## config.mk

```make
export PLATFORM = sky130hd
export DESIGN_NAME = scc_synth_cal
export DESIGN_NICKNAME = d
export VERILOG_FILES = /design/src/design/scc_pkg.sv /design/src/design/scc_synth_cal.sv
export SDC_FILE = /design/constraint.sdc
export NUM_CORES = 1
export LEC_CHECK = 0
export BUFFER_PORTS_ARGS = -buffer_cell sky130_fd_sc_hd__buf_2
export CAP_MARGIN = 0
export CORE_MARGIN = 1
export CORE_UTILIZATION = 50
export DETAILED_ROUTE_END_ITERATION = 16
export GPL_TIMING_DRIVEN = 0
export PLACE_DENSITY = 0.7
export SLEW_MARGIN = 25
export SYNTH_ARGS = -nofsm -noshare
export SYNTH_HDL_FRONTEND = slang
export SYNTH_SLANG_ARGS = --single-unit
export TNS_END_PERCENT = 30
```

## constraint.sdc

```tcl
create_clock -name clk_i -period 2.5 [get_ports clk_i]
set_input_delay 0.75 -clock clk_i [delete_from_list [all_inputs] [get_ports clk_i]]
set_output_delay 0.75 -clock clk_i [all_outputs]
set_load 0.02 [all_outputs]
```

## src/design/scc_pkg.sv

```systemverilog
// Constants, register map and carrier types for the synthesizer
// calibration control block.
// Assumes a single clock taken from the synthesizer reference.
`default_nettype none

package scc_pkg;

   // Register offsets, 8-bit data, one register per address
   localparam logic [4:0] ADDR_ANALOG = 5'h00;
   localparam logic [4:0] ADDR_SYNTH_DIVIDE_WORD_A_HI = 5'h01;
   localparam logic [4:0] ADDR_SYNTH_DIVIDE_WORD_A_LO = 5'h02;
   localparam logic [4:0] ADDR_SYNTH_DIVIDE_WORD_B_HI = 5'h03;
   localparam logic [4:0] ADDR_SYNTH_DIVIDE_WORD_B_LO = 5'h04;
   localparam logic [4:0] ADDR_SET_SELECT = 5'h05;
   localparam logic [4:0] ADDR_LOOP_BW = 5'h06;
   localparam logic [4:0] ADDR_CALIBRATE = 5'h07;
   localparam logic [4:0] ADDR_LOCK_SELECT = 5'h08;
   localparam logic [4:0] ADDR_STATUS = 5'h09;
   localparam logic [4:0] ADDR_SECONDARY = 5'h0A;

   // Field positions
   localparam int BIT_BAND = 0;
   localparam int BIT_HALF_STEP = 0;
   localparam int BIT_SET_B = 0;
   localparam int BIT_CAL_START = 7;
   localparam int BIT_CAL_DUAL = 6;
   localparam int BIT_DONE = 7;
   localparam int BIT_STEADY = 4;
   localparam int BIT_BUSY = 0;

   // Reset values
   localparam logic [7:0] RST_BYTE = 8'h00;
   localparam logic [3:0] RST_PUMP = 4'h0;

   // Lock pin selector codes
   localparam logic [3:0] LOCK_SEL_DONE = 4'h5;
   localparam logic [3:0] LOCK_SEL_STEADY = 4'h2;

   // Oscillator ratio: integer part 3 with 14 fraction bits
   localparam int FRAC_BITS = 14;
   localparam logic [17:0] VCO_INT_BASE = 18'h0C000;

   // Calibration wait times at the nominal reference, in microseconds
   localparam int REF_HZ_X100 = 73728;
   localparam int WAIT0_US = 12000;
   localparam int WAIT1_US = 15000;
   localparam int WAIT2_US = 18000;
   localparam int WAIT3_US = 27000;
   localparam int WAIT0_CYC = WAIT0_US * REF_HZ_X100 / 10000;
   localparam int WAIT1_CYC = WAIT1_US * REF_HZ_X100 / 10000;
   localparam int WAIT2_CYC = WAIT2_US * REF_HZ_X100 / 10000;
   localparam int WAIT3_CYC = WAIT3_US * REF_HZ_X100 / 10000;

   typedef enum logic [1:0] {
      CAL_IDLE,
      CAL_WAIT,
      CAL_STORE
   } scc_cal_state_type;

   // Settings driven towards the analog synthesizer
   typedef struct packed {
      logic band_div2;
      logic [17:0] vco_ratio;
      logic [7:0] loop_bw;
      logic [2:0] vctrl_target;
      logic [3:0] pump_code;
   } scc_synth_type;

endpackage : scc_pkg

`default_nettype wire

```

## src/design/scc_synth_cal.sv

```systemverilog
// Synthesizer control and self-calibration sequencer with register port.
// Assumes clk_i is the synthesizer reference; gain and lock pins are
// asynchronous analog outputs and are synchronised here.
//
// Summary of operation
// - Output band divider is 2 for upper band, 4 for lower band.
// - Oscillator ratio is 3 plus (word plus half step) over 8192.
// - Calibration measures oscillator gain; lower gain picks larger pump current.
// - Chosen 4-bit pump current code is readable in secondary flags register.
// - Host configures frequency, then sets start bit; calibration runs alone.
// - Calibration results are kept and used until reset or the next calibration of the set.
// - Target control voltage comes from the 3-bit iteration field.
// - Done bit in status register is set when calibration finishes.
// - 2-bit wait field selects wait length counted in reference cycles.
// - Lock pin shows done for selector 0101, steady lock for 0010.
// - Steady lock flag in status reports lock; host checks it.
// - Separate calibration results are kept for sets A and B.
// - Dual bit 1 calibrates both sets at once; 0 only one set.
//
// Chosen here: the placing of the registers and strobed register access.
`default_nettype none

module scc_synth_cal #(
   parameter logic [17:0] WAIT0_CYC = 18'(scc_pkg::WAIT0_CYC),
   parameter logic [17:0] WAIT1_CYC = 18'(scc_pkg::WAIT1_CYC),
   parameter logic [17:0] WAIT2_CYC = 18'(scc_pkg::WAIT2_CYC),
   parameter logic [17:0] WAIT3_CYC = 18'(scc_pkg::WAIT3_CYC)
) (
   // Clock and reset
   input wire logic clk_i,
   input wire logic rst_b_i,
   // Register port
   input wire logic [4:0] addr_i,
   input wire logic [7:0] wr_data_i,
   input wire logic wr_i,
   input wire logic rd_i,
   output logic [7:0] rd_data_o,
   // Analog synthesizer pins
   input wire logic [3:0] gain_meas_i,
   input wire logic lock_det_i,
   output scc_pkg::scc_synth_type synth_o,
   // Lock pin to host
   output logic lock_o
);

   // Configuration registers
   logic band_choice_bit_r;
   logic [14:0] synth_divide_word_a_r;
   logic [14:0] synth_divide_word_b_r;
   logic half_step_bit_a_r;
   logic half_step_bit_b_r;
   logic set_b_r;
   logic [7:0] loop_bandwidth_setting_r;
   logic cal_dual_r;
   logic [1:0] cal_wait_r;
   logic [2:0] calibration_iteration_field_r;
   logic [3:0] lock_sel_r;
   // Calibration state
   scc_pkg::scc_cal_state_type state_r;
   logic [17:0] wait_cnt_r;
   logic [17:0] wait_lim_r;
   logic cal_set_b_r;
   logic cal_both_r;
   logic cal_done_r;
   logic [3:0] pump_current_code_a_r;
   logic [3:0] pump_current_code_b_r;
   // Pin synchronisers
   logic [3:0] gain_s1_r;
   logic [3:0] gain_s2_r;
   logic lock_s1_r;
   logic steady_lock_flag_r;
   // Decoded strobes and muxed values
   logic cal_start;
   logic [3:0] pump_current_code;
   logic [14:0] word_sel;
   logic half_sel;
   logic [7:0] rd_nxt;
   logic [17:0] wait_lim_nxt;

   assign cal_start = wr_i && addr_i == scc_pkg::ADDR_CALIBRATE
                      && wr_data_i[scc_pkg::BIT_CAL_START];

   // Two flip-flop synchronisers for the analog pins
   always_ff @(posedge clk_i) begin
      if (!rst_b_i) begin
         gain_s1_r <= 4'h0;
         gain_s2_r <= 4'h0;
         lock_s1_r <= 1'b0;
         steady_lock_flag_r <= 1'b0;
      end else begin
         gain_s1_r <= gain_meas_i;
         gain_s2_r <= gain_s1_r;
         lock_s1_r <= lock_det_i;
         steady_lock_flag_r <= lock_s1_r;
      end
   end

   // Configuration register writes
   always_ff @(posedge clk_i) begin
      if (!rst_b_i) begin
         band_choice_bit_r <= 1'b0;
         synth_divide_word_a_r <= 15'h0000;
         synth_divide_word_b_r <= 15'h0000;
         half_step_bit_a_r <= 1'b0;
         half_step_bit_b_r <= 1'b0;
         set_b_r <= 1'b0;
         loop_bandwidth_setting_r <= scc_pkg::RST_BYTE;
         cal_dual_r <= 1'b0;
         cal_wait_r <= 2'h0;
         calibration_iteration_field_r <= 3'h0;
         lock_sel_r <= 4'h0;
      end else if (wr_i) begin
         unique case (addr_i)
            scc_pkg::ADDR_ANALOG: begin
               band_choice_bit_r <= wr_data_i[scc_pkg::BIT_BAND];
            end
            scc_pkg::ADDR_SYNTH_DIVIDE_WORD_A_HI: begin
               synth_divide_word_a_r[14:7] <= wr_data_i;
            end
            scc_pkg::ADDR_SYNTH_DIVIDE_WORD_A_LO: begin
               synth_divide_word_a_r[6:0] <= wr_data_i[7:1];
               half_step_bit_a_r <= wr_data_i[scc_pkg::BIT_HALF_STEP];
            end
            scc_pkg::ADDR_SYNTH_DIVIDE_WORD_B_HI: begin
               synth_divide_word_b_r[14:7] <= wr_data_i;
            end
            scc_pkg::ADDR_SYNTH_DIVIDE_WORD_B_LO: begin
               synth_divide_word_b_r[6:0] <= wr_data_i[7:1];
               half_step_bit_b_r <= wr_data_i[scc_pkg::BIT_HALF_STEP];
            end
            scc_pkg::ADDR_SET_SELECT: begin
               set_b_r <= wr_data_i[scc_pkg::BIT_SET_B];
            end
            scc_pkg::ADDR_LOOP_BW: begin
               loop_bandwidth_setting_r <= wr_data_i;
            end
            scc_pkg::ADDR_CALIBRATE: begin
               cal_dual_r <= wr_data_i[scc_pkg::BIT_CAL_DUAL];
               cal_wait_r <= wr_data_i[5:4];
               calibration_iteration_field_r <= wr_data_i[2:0];
            end
            scc_pkg::ADDR_LOCK_SELECT: begin
               lock_sel_r <= wr_data_i[3:0];
            end
            default: begin
            end
         endcase
      end
   end

   always_comb begin
      unique case (wr_data_i[5:4])
         2'h0: wait_lim_nxt = WAIT0_CYC;
         2'h1: wait_lim_nxt = WAIT1_CYC;
         2'h2: wait_lim_nxt = WAIT2_CYC;
         2'h3: wait_lim_nxt = WAIT3_CYC;
      endcase
   end

   // calibration sequencer, restarted by every start write
   always_ff @(posedge clk_i) begin
      if (!rst_b_i) begin
         state_r <= scc_pkg::CAL_IDLE;
         wait_cnt_r <= 18'h00000;
         wait_lim_r <= 18'h00000;
         cal_set_b_r <= 1'b0;
         cal_both_r <= 1'b0;
      end else if (cal_start) begin
         state_r <= scc_pkg::CAL_WAIT;
         wait_cnt_r <= 18'h00000;
         wait_lim_r <= wait_lim_nxt;
         cal_set_b_r <= set_b_r;
         cal_both_r <= wr_data_i[scc_pkg::BIT_CAL_DUAL];
      end else begin
         unique case (state_r)
            scc_pkg::CAL_IDLE: begin
            end
            scc_pkg::CAL_WAIT: begin
               if (wait_cnt_r == wait_lim_r) begin
                  state_r <= scc_pkg::CAL_STORE;
               end else begin
                  wait_cnt_r <= wait_cnt_r + 18'h00001;
               end
            end
            scc_pkg::CAL_STORE: begin
               state_r <= scc_pkg::CAL_IDLE;
            end
         endcase
      end
   end

   // lower gain maps to larger current code
   // one stored result per frequency set
   // results held until the next calibration of the set
   always_ff @(posedge clk_i) begin
      if (!rst_b_i) begin
         pump_current_code_a_r <= scc_pkg::RST_PUMP;
         pump_current_code_b_r <= scc_pkg::RST_PUMP;
      end else if (state_r == scc_pkg::CAL_STORE && !cal_start) begin
         if (cal_both_r || !cal_set_b_r) begin
            pump_current_code_a_r <= ~gain_s2_r;
         end
         if (cal_both_r || cal_set_b_r) begin
            pump_current_code_b_r <= ~gain_s2_r;
         end
      end
   end

   // start clears done, completion sets it
   always_ff @(posedge clk_i) begin
      if (!rst_b_i) begin
         cal_done_r <= 1'b0;
      end else if (cal_start) begin
         cal_done_r <= 1'b0;
      end else if (state_r == scc_pkg::CAL_STORE) begin
         cal_done_r <= 1'b1;
      end
   end

   // Values of the set in use
   assign pump_current_code = set_b_r ? pump_current_code_b_r
                                      : pump_current_code_a_r;
   assign word_sel = set_b_r ? synth_divide_word_b_r : synth_divide_word_a_r;
   assign half_sel = set_b_r ? half_step_bit_b_r : half_step_bit_a_r;

   // Settings towards the analog synthesizer
   always_ff @(posedge clk_i) begin
      if (!rst_b_i) begin
         synth_o <= '0;
      end else begin
         synth_o.band_div2 <= band_choice_bit_r;
         synth_o.vco_ratio <= scc_pkg::VCO_INT_BASE + 18'({word_sel, half_sel});
         synth_o.loop_bw <= loop_bandwidth_setting_r;
         synth_o.vctrl_target <= calibration_iteration_field_r;
         synth_o.pump_code <= pump_current_code;
      end
   end

   always_ff @(posedge clk_i) begin
      if (!rst_b_i) begin
         lock_o <= 1'b0;
      end else if (lock_sel_r == scc_pkg::LOCK_SEL_DONE) begin
         lock_o <= cal_done_r;
      end else if (lock_sel_r == scc_pkg::LOCK_SEL_STEADY) begin
         lock_o <= steady_lock_flag_r;
      end else begin
         lock_o <= 1'b0;
      end
   end

   // Read mux, unmapped addresses read zero
   always_comb begin
      rd_nxt = scc_pkg::RST_BYTE;
      unique case (addr_i)
         scc_pkg::ADDR_ANALOG: rd_nxt[scc_pkg::BIT_BAND] = band_choice_bit_r;
         scc_pkg::ADDR_SYNTH_DIVIDE_WORD_A_HI: rd_nxt = synth_divide_word_a_r[14:7];
         scc_pkg::ADDR_SYNTH_DIVIDE_WORD_A_LO:
            rd_nxt = {synth_divide_word_a_r[6:0], half_step_bit_a_r};
         scc_pkg::ADDR_SYNTH_DIVIDE_WORD_B_HI: rd_nxt = synth_divide_word_b_r[14:7];
         scc_pkg::ADDR_SYNTH_DIVIDE_WORD_B_LO:
            rd_nxt = {synth_divide_word_b_r[6:0], half_step_bit_b_r};
         scc_pkg::ADDR_SET_SELECT: rd_nxt[scc_pkg::BIT_SET_B] = set_b_r;
         scc_pkg::ADDR_LOOP_BW: rd_nxt = loop_bandwidth_setting_r;
         scc_pkg::ADDR_CALIBRATE:
            rd_nxt = {1'b0, cal_dual_r, cal_wait_r, 1'b0,
                      calibration_iteration_field_r};
         scc_pkg::ADDR_LOCK_SELECT: rd_nxt[3:0] = lock_sel_r;
         scc_pkg::ADDR_STATUS: begin
            rd_nxt[scc_pkg::BIT_DONE] = cal_done_r;
            rd_nxt[scc_pkg::BIT_STEADY] = steady_lock_flag_r;
            rd_nxt[scc_pkg::BIT_BUSY] = state_r != scc_pkg::CAL_IDLE;
         end
         // secondary flags show pump current code
         scc_pkg::ADDR_SECONDARY: rd_nxt[3:0] = pump_current_code;
         default: rd_nxt = scc_pkg::RST_BYTE;
      endcase
   end

   // Read data one cycle after the strobe, zero otherwise
   always_ff @(posedge clk_i) begin
      if (!rst_b_i) begin
         rd_data_o <= scc_pkg::RST_BYTE;
      end else if (rd_i) begin
         rd_data_o <= rd_nxt;
      end else begin
         rd_data_o <= scc_pkg::RST_BYTE;
      end
   end

   // Checks beside the logic
   a_done_clear: assert property (
      @(posedge clk_i) disable iff (!rst_b_i)
      cal_start |=> !cal_done_r)
      else $error("done not cleared by start");

   a_done_cause: assert property (
      @(posedge clk_i) disable iff (!rst_b_i)
      $rose(cal_done_r) |-> $past(state_r) == scc_pkg::CAL_STORE)
      else $error("done set without completion");

   a_wait_bound: assert property (
      @(posedge clk_i) disable iff (!rst_b_i)
      state_r == scc_pkg::CAL_WAIT |-> wait_cnt_r <= wait_lim_r)
      else $error("wait counter overran its limit");

   a_pump_inverse: assert property (
      @(posedge clk_i) disable iff (!rst_b_i)
      state_r == scc_pkg::CAL_STORE && !cal_start && !cal_set_b_r
      |=> pump_current_code_a_r == ~$past(gain_s2_r))
      else $error("pump code not inverse of gain");

   a_dual_both: assert property (
      @(posedge clk_i) disable iff (!rst_b_i)
      state_r == scc_pkg::CAL_STORE && !cal_start && cal_both_r
      |=> pump_current_code_a_r == pump_current_code_b_r)
      else $error("dual calibration left sets apart");

   a_sep_keep: assert property (
      @(posedge clk_i) disable iff (!rst_b_i)
      state_r == scc_pkg::CAL_STORE && !cal_both_r && !cal_set_b_r
      |=> $stable(pump_current_code_b_r))
      else $error("set B changed by set A calibration");

   a_lock_done: assert property (
      @(posedge clk_i) disable iff (!rst_b_i)
      lock_sel_r == scc_pkg::LOCK_SEL_DONE ##1 1'b1
      |-> lock_o == $past(cal_done_r))
      else $error("lock pin not showing done");

   a_lock_steady: assert property (
      @(posedge clk_i) disable iff (!rst_b_i)
      lock_sel_r == scc_pkg::LOCK_SEL_STEADY ##1 1'b1
      |-> lock_o == $past(steady_lock_flag_r))
      else $error("lock pin not showing steady lock");

   a_band_div: assert property (
      @(posedge clk_i) disable iff (!rst_b_i)
      ##1 synth_o.band_div2 == $past(band_choice_bit_r))
      else $error("band divider not following choice");

   a_sec_read: assert property (
      @(posedge clk_i) disable iff (!rst_b_i)
      rd_i && addr_i == scc_pkg::ADDR_SECONDARY
      |=> rd_data_o == {4'h0, $past(pump_current_code)})
      else $error("secondary flags read wrong");

endmodule : scc_synth_cal

`default_nettype wire

```

==> results.py <==
metrics = {
    "sta": {
        "period_share_pct": 97.9,
        "finalSetupViolations": 0,
        "max_slew_margin_pct": 40.1,
        "clock_skew_ps": 4.50,
        "tightest_slew_ps": 892,
        "min_period_ps": 2450,
        "setup_tns_ps": 0,
        "hold_viol": 0,
        "rsz0062_at_grt": "false",
        "fmax_mhz": 409,
        "slew_viol_final": 0,
    },
    "routing": {
        "ant_nets": 0,
        "routedWlPerCell_um": 18.2,
        "via_count": 5160,
        "finalWirelength_um": 16000,
        "drc": 8,
        "first_pass_iters": 12,
        "vias_per_cell": 5.87,
        "drt_iter0_markers": 474,
    },
    "clocking": {
        "cts_root_buf": "clkbuf_16",
        "htree_levels": 4,
        "clockBufferDepth": 2,
        "insertion_delay_ps": 430,
        "clkTransAtPathRegs_ps": 60,
        "hold_buffers": 0,
        "cts_inserted_buffers": 17,
        "clkSinkCount": 142,
        "cts_tree": "yes",
    },
    "synthesis": {
        "synth_common_cells": "dfxtp_1, nand2_1, nand3_1",
        "ys_types": 61,
        "synth.most_common_cell": "dfxtp_1",
        "synthFlopType": "dfxtp_1",
        "synth_top_area_share_pct": 47.6,
        "synth_edf_count": 0,
        "synth_fp_nets": 673,
        "synth_seq_cells": 142,
        "yosysWarnings": 0,
        "synthTopCellsByArea": "dfxtp_1, nand2_1, a21boi_0",
        "syn_area_mm2": 0.00597,
        "async_reset_ff_share_pct": 0,
        "syn_area_per_cell_um2": 9.28,
        "syn-instance-count": 644,
        "yosys.area.top_type": "dfxtp_1",
        "synth-seq-area-share_pct": 47.6,
    },
    "final_layout": {
        "insertedDiodeCount": 0,
        "nets": 752,
        "drive_gt1_share_pct": 16.4,
        "fin_cells": 879,
        "syn2layout_area_growth_pct": 19.6,
        "postLayoutCellArea_mm2": 0.00714,
    },
    "global_route": {
        "grtUsageMet2_pct": 41.1,
        "grt_use_met1_pct": 35.6,
        "grt.busiest_layer": "met2",
        "grt_util_all_layers_pct": 27.4,
        "grt_pass1_wl_um": 26000,
        "grt_max_degree": 17,
        "use_met3_pct": 7.82,
        "grt_pass1_vias": 5043,
        "overflow": 0,
        "grt_antenna_before_repair": 0,
    },
    "setup_path": {
        "reg2reg_from": "set_b_r",
        "slowest_stage": "nor3_2",
        "timing.rr.end": "synth_o[30]",
        "crit_required_ps": 2840,
        "r2r_slack_ps": 140,
        "arrival_ps": 2790,
        "reg2regPathDepth": 6,
        "critical_path.max_fanout": 10,
        "cpPeakStageDelay_ps": 500,
        "end_kind": "flop",
        "start_kind": "input pin",
        "cp_common_cell": "buf_2",
        "path_class": "in2reg",
        "worstPathCellList": "buf_2 > or3b_1 > buf_2 > nor3_2 > clkbuf_1 > a22oi_1 > a31oi_1",
    },
    "power_and_ir_drop": {
        "pwr-share-seq_pct": 42.6,
        "switching_share_pct": 21.0,
        "p_int_mw": 4.25,
        "total_leakage_power_nw": 2.77,
        "pwr-share-comb_pct": 3.8,
        "clockPowerShare_pct": 53.5,
        "power_density_mw_per_mm2": 752,
        "power.switching_mw": 1.13,
        "power_mw": 5.37,
        "ir_worst_vdd_mv": 0.566,
    },
    "place": {
        "detailed_place.area_mm2": 0.00645,
        "port_buffers": 60,
        "routabilityCongestion": 0.984,
        "placed_cells": 847,
        "dp_hpwl_um": 11300,
    },
    "die": {
        "die_w_um": 111,
        "die-area_mm2": 0.0124,
        "die_h_um": 111,
        "initial_core_util_pct": 51.9,
        "coreArea_mm2": 0.0115,
        "io_pins": 65,
        "fp-row-count": 39,
    },
    "job": {
        "maxCapViolCount": 0,
    },
    "min_path": {
        "min_from": "gain_s1_r[0]",
        "min_to": "gain_s2_r[0]",
        "holdPathStages": 1,
        "hold_class": "reg2reg",
    },
    "status": {
        "status": "complete, but fails checks",
        "violations": "design-rule violations",
    },
}
## how the worst max path moves through the flow
stage              start                     endpoint  slack [ps]  cells after the start
6_report       addr_i[3]                 rd_data_o[2]          50                      7
5_1_grt        addr_i[3]                wait_cnt_r[7]           8                      9
4_1_cts        addr_i[3]  loop_bandwidth_setting_r[4]          70                      7
3_5_place_dp   addr_i[3]                 rd_data_o[4]        -390                      7
3_3_place_gp   addr_i[3]                 rd_data_o[7]        -390                      7
2_1_floorplan  addr_i[3]                wait_cnt_r[7]         180                      8
## cells by family after synthesis
family / after synthesis / synth area share, %
buffers and inverters: 48 / 3.79
muxes: 31 / 5.19
adders and majority gates: 7 / 1.47
AOI/OAI and AO/OA: 136 / 16.9
DFF: 142 / 47.6
xor gates and xnor gates: 7 / 1.03
other: 1 / 0.0628
and+or+nand+nor: 272 / 24.0
## power by group through the flow
stage / combinational, mW / clock, mW / sequential, mW
2_1_floorplan: 0.113 / 0 / 2.34
3_3_place_gp: 0.195 / 0 / 2.34
3_5_place_dp: 0.198 / 0 / 2.34
4_1_cts: 0.200 / 2.91 / 2.29
5_1_grt: 0.220 / 3.02 / 2.29
6_report: 0.205 / 2.88 / 2.29
## cells in the final DEF, fill, tap and decap left out, types with 4 or more instances in the layout
cell / Yosys / layout
clkinv_4: 0 / 4
bufinv_16: 0 / 6
buf_2: 2 / 63
o31ai_1: 8 / 8
o21ai_0: 9 / 9
nand2_1: 92 / 92
nor2_1: 18 / 15
o211ai_1: 6 / 6
clkbuf_16: 0 / 17
xor2_1: 5 / 5
and3_1: 5 / 5
mux2i_1: 31 / 31
dfxtp_1: 142 / 142
and2_1: 25 / 25
ha_1: 7 / 7
a31oi_1: 7 / 7
nand3_1: 50 / 50
nor3_1: 9 / 9
o211a_1: 10 / 10
or4_1: 12 / 12
clkbuf_1: 30 / 29
nand2b_1: 5 / 5
a22oi_1: 18 / 18
a21oi_1: 12 / 12
nor2b_1: 33 / 33
inv_1: 8 / 8
a21boi_0: 44 / 44
## flip-flops by register name (all words and copies together) (netlist names), 7 cells and up
name	cells
synth_o	33
wait_cnt_r	18
synth_divide_word_a_r	15
synth_divide_word_b_r	15
loop_bandwidth_setting_r	8
rd_data_o	8
wait_lim_r	7
## per-stage QoR
| stage | setup slack, ps | util (%) | hold WS, ps |
|---|---|---|---|
| floorplan | 175 | - | 412 |
| global placement | -389 | 56.0 | 415 |
| detailed placement | -386 | 56.0 | 419 |
| CTS | 67.8 | 62.0 | 434 |
| global route | 7.57 | 62.0 | 451 |
| finish | 52.4 | 62.0 | 431 |
## timing repair
action                                 in CTS  in global routing
setup endpoints to repair                   2                 12
endpoints found under the hold margin       0                  0
buffers inserted                            0                  0
resized for setup                           1                  5
## area by class of cell
type	instances	area (µm²)
clock inverters	14	240
multi-input cells	454	2910
inverters	8	30.0
clock buffers	18	439
well taps	143	179
repair buffers	60	300
flip-flops and latches	142	2840
fillers	999	4370
plain buffers	40	199
## worst max-delay path: cells and delay by family
family	cells	cell delay [ps]
AO/OA/AOI/OAI	2	410
buffers and inverters	3	760
AND/OR/NAND/NOR	2	870
## layer usage
layer	routed length (µm)	vias up
met5	0	-
met1	6950	2452
met3	1360	46
li1	-	2440
met2	7120	222
met4	520	0
No activity file was read; power rests on OpenSTA's default activity.
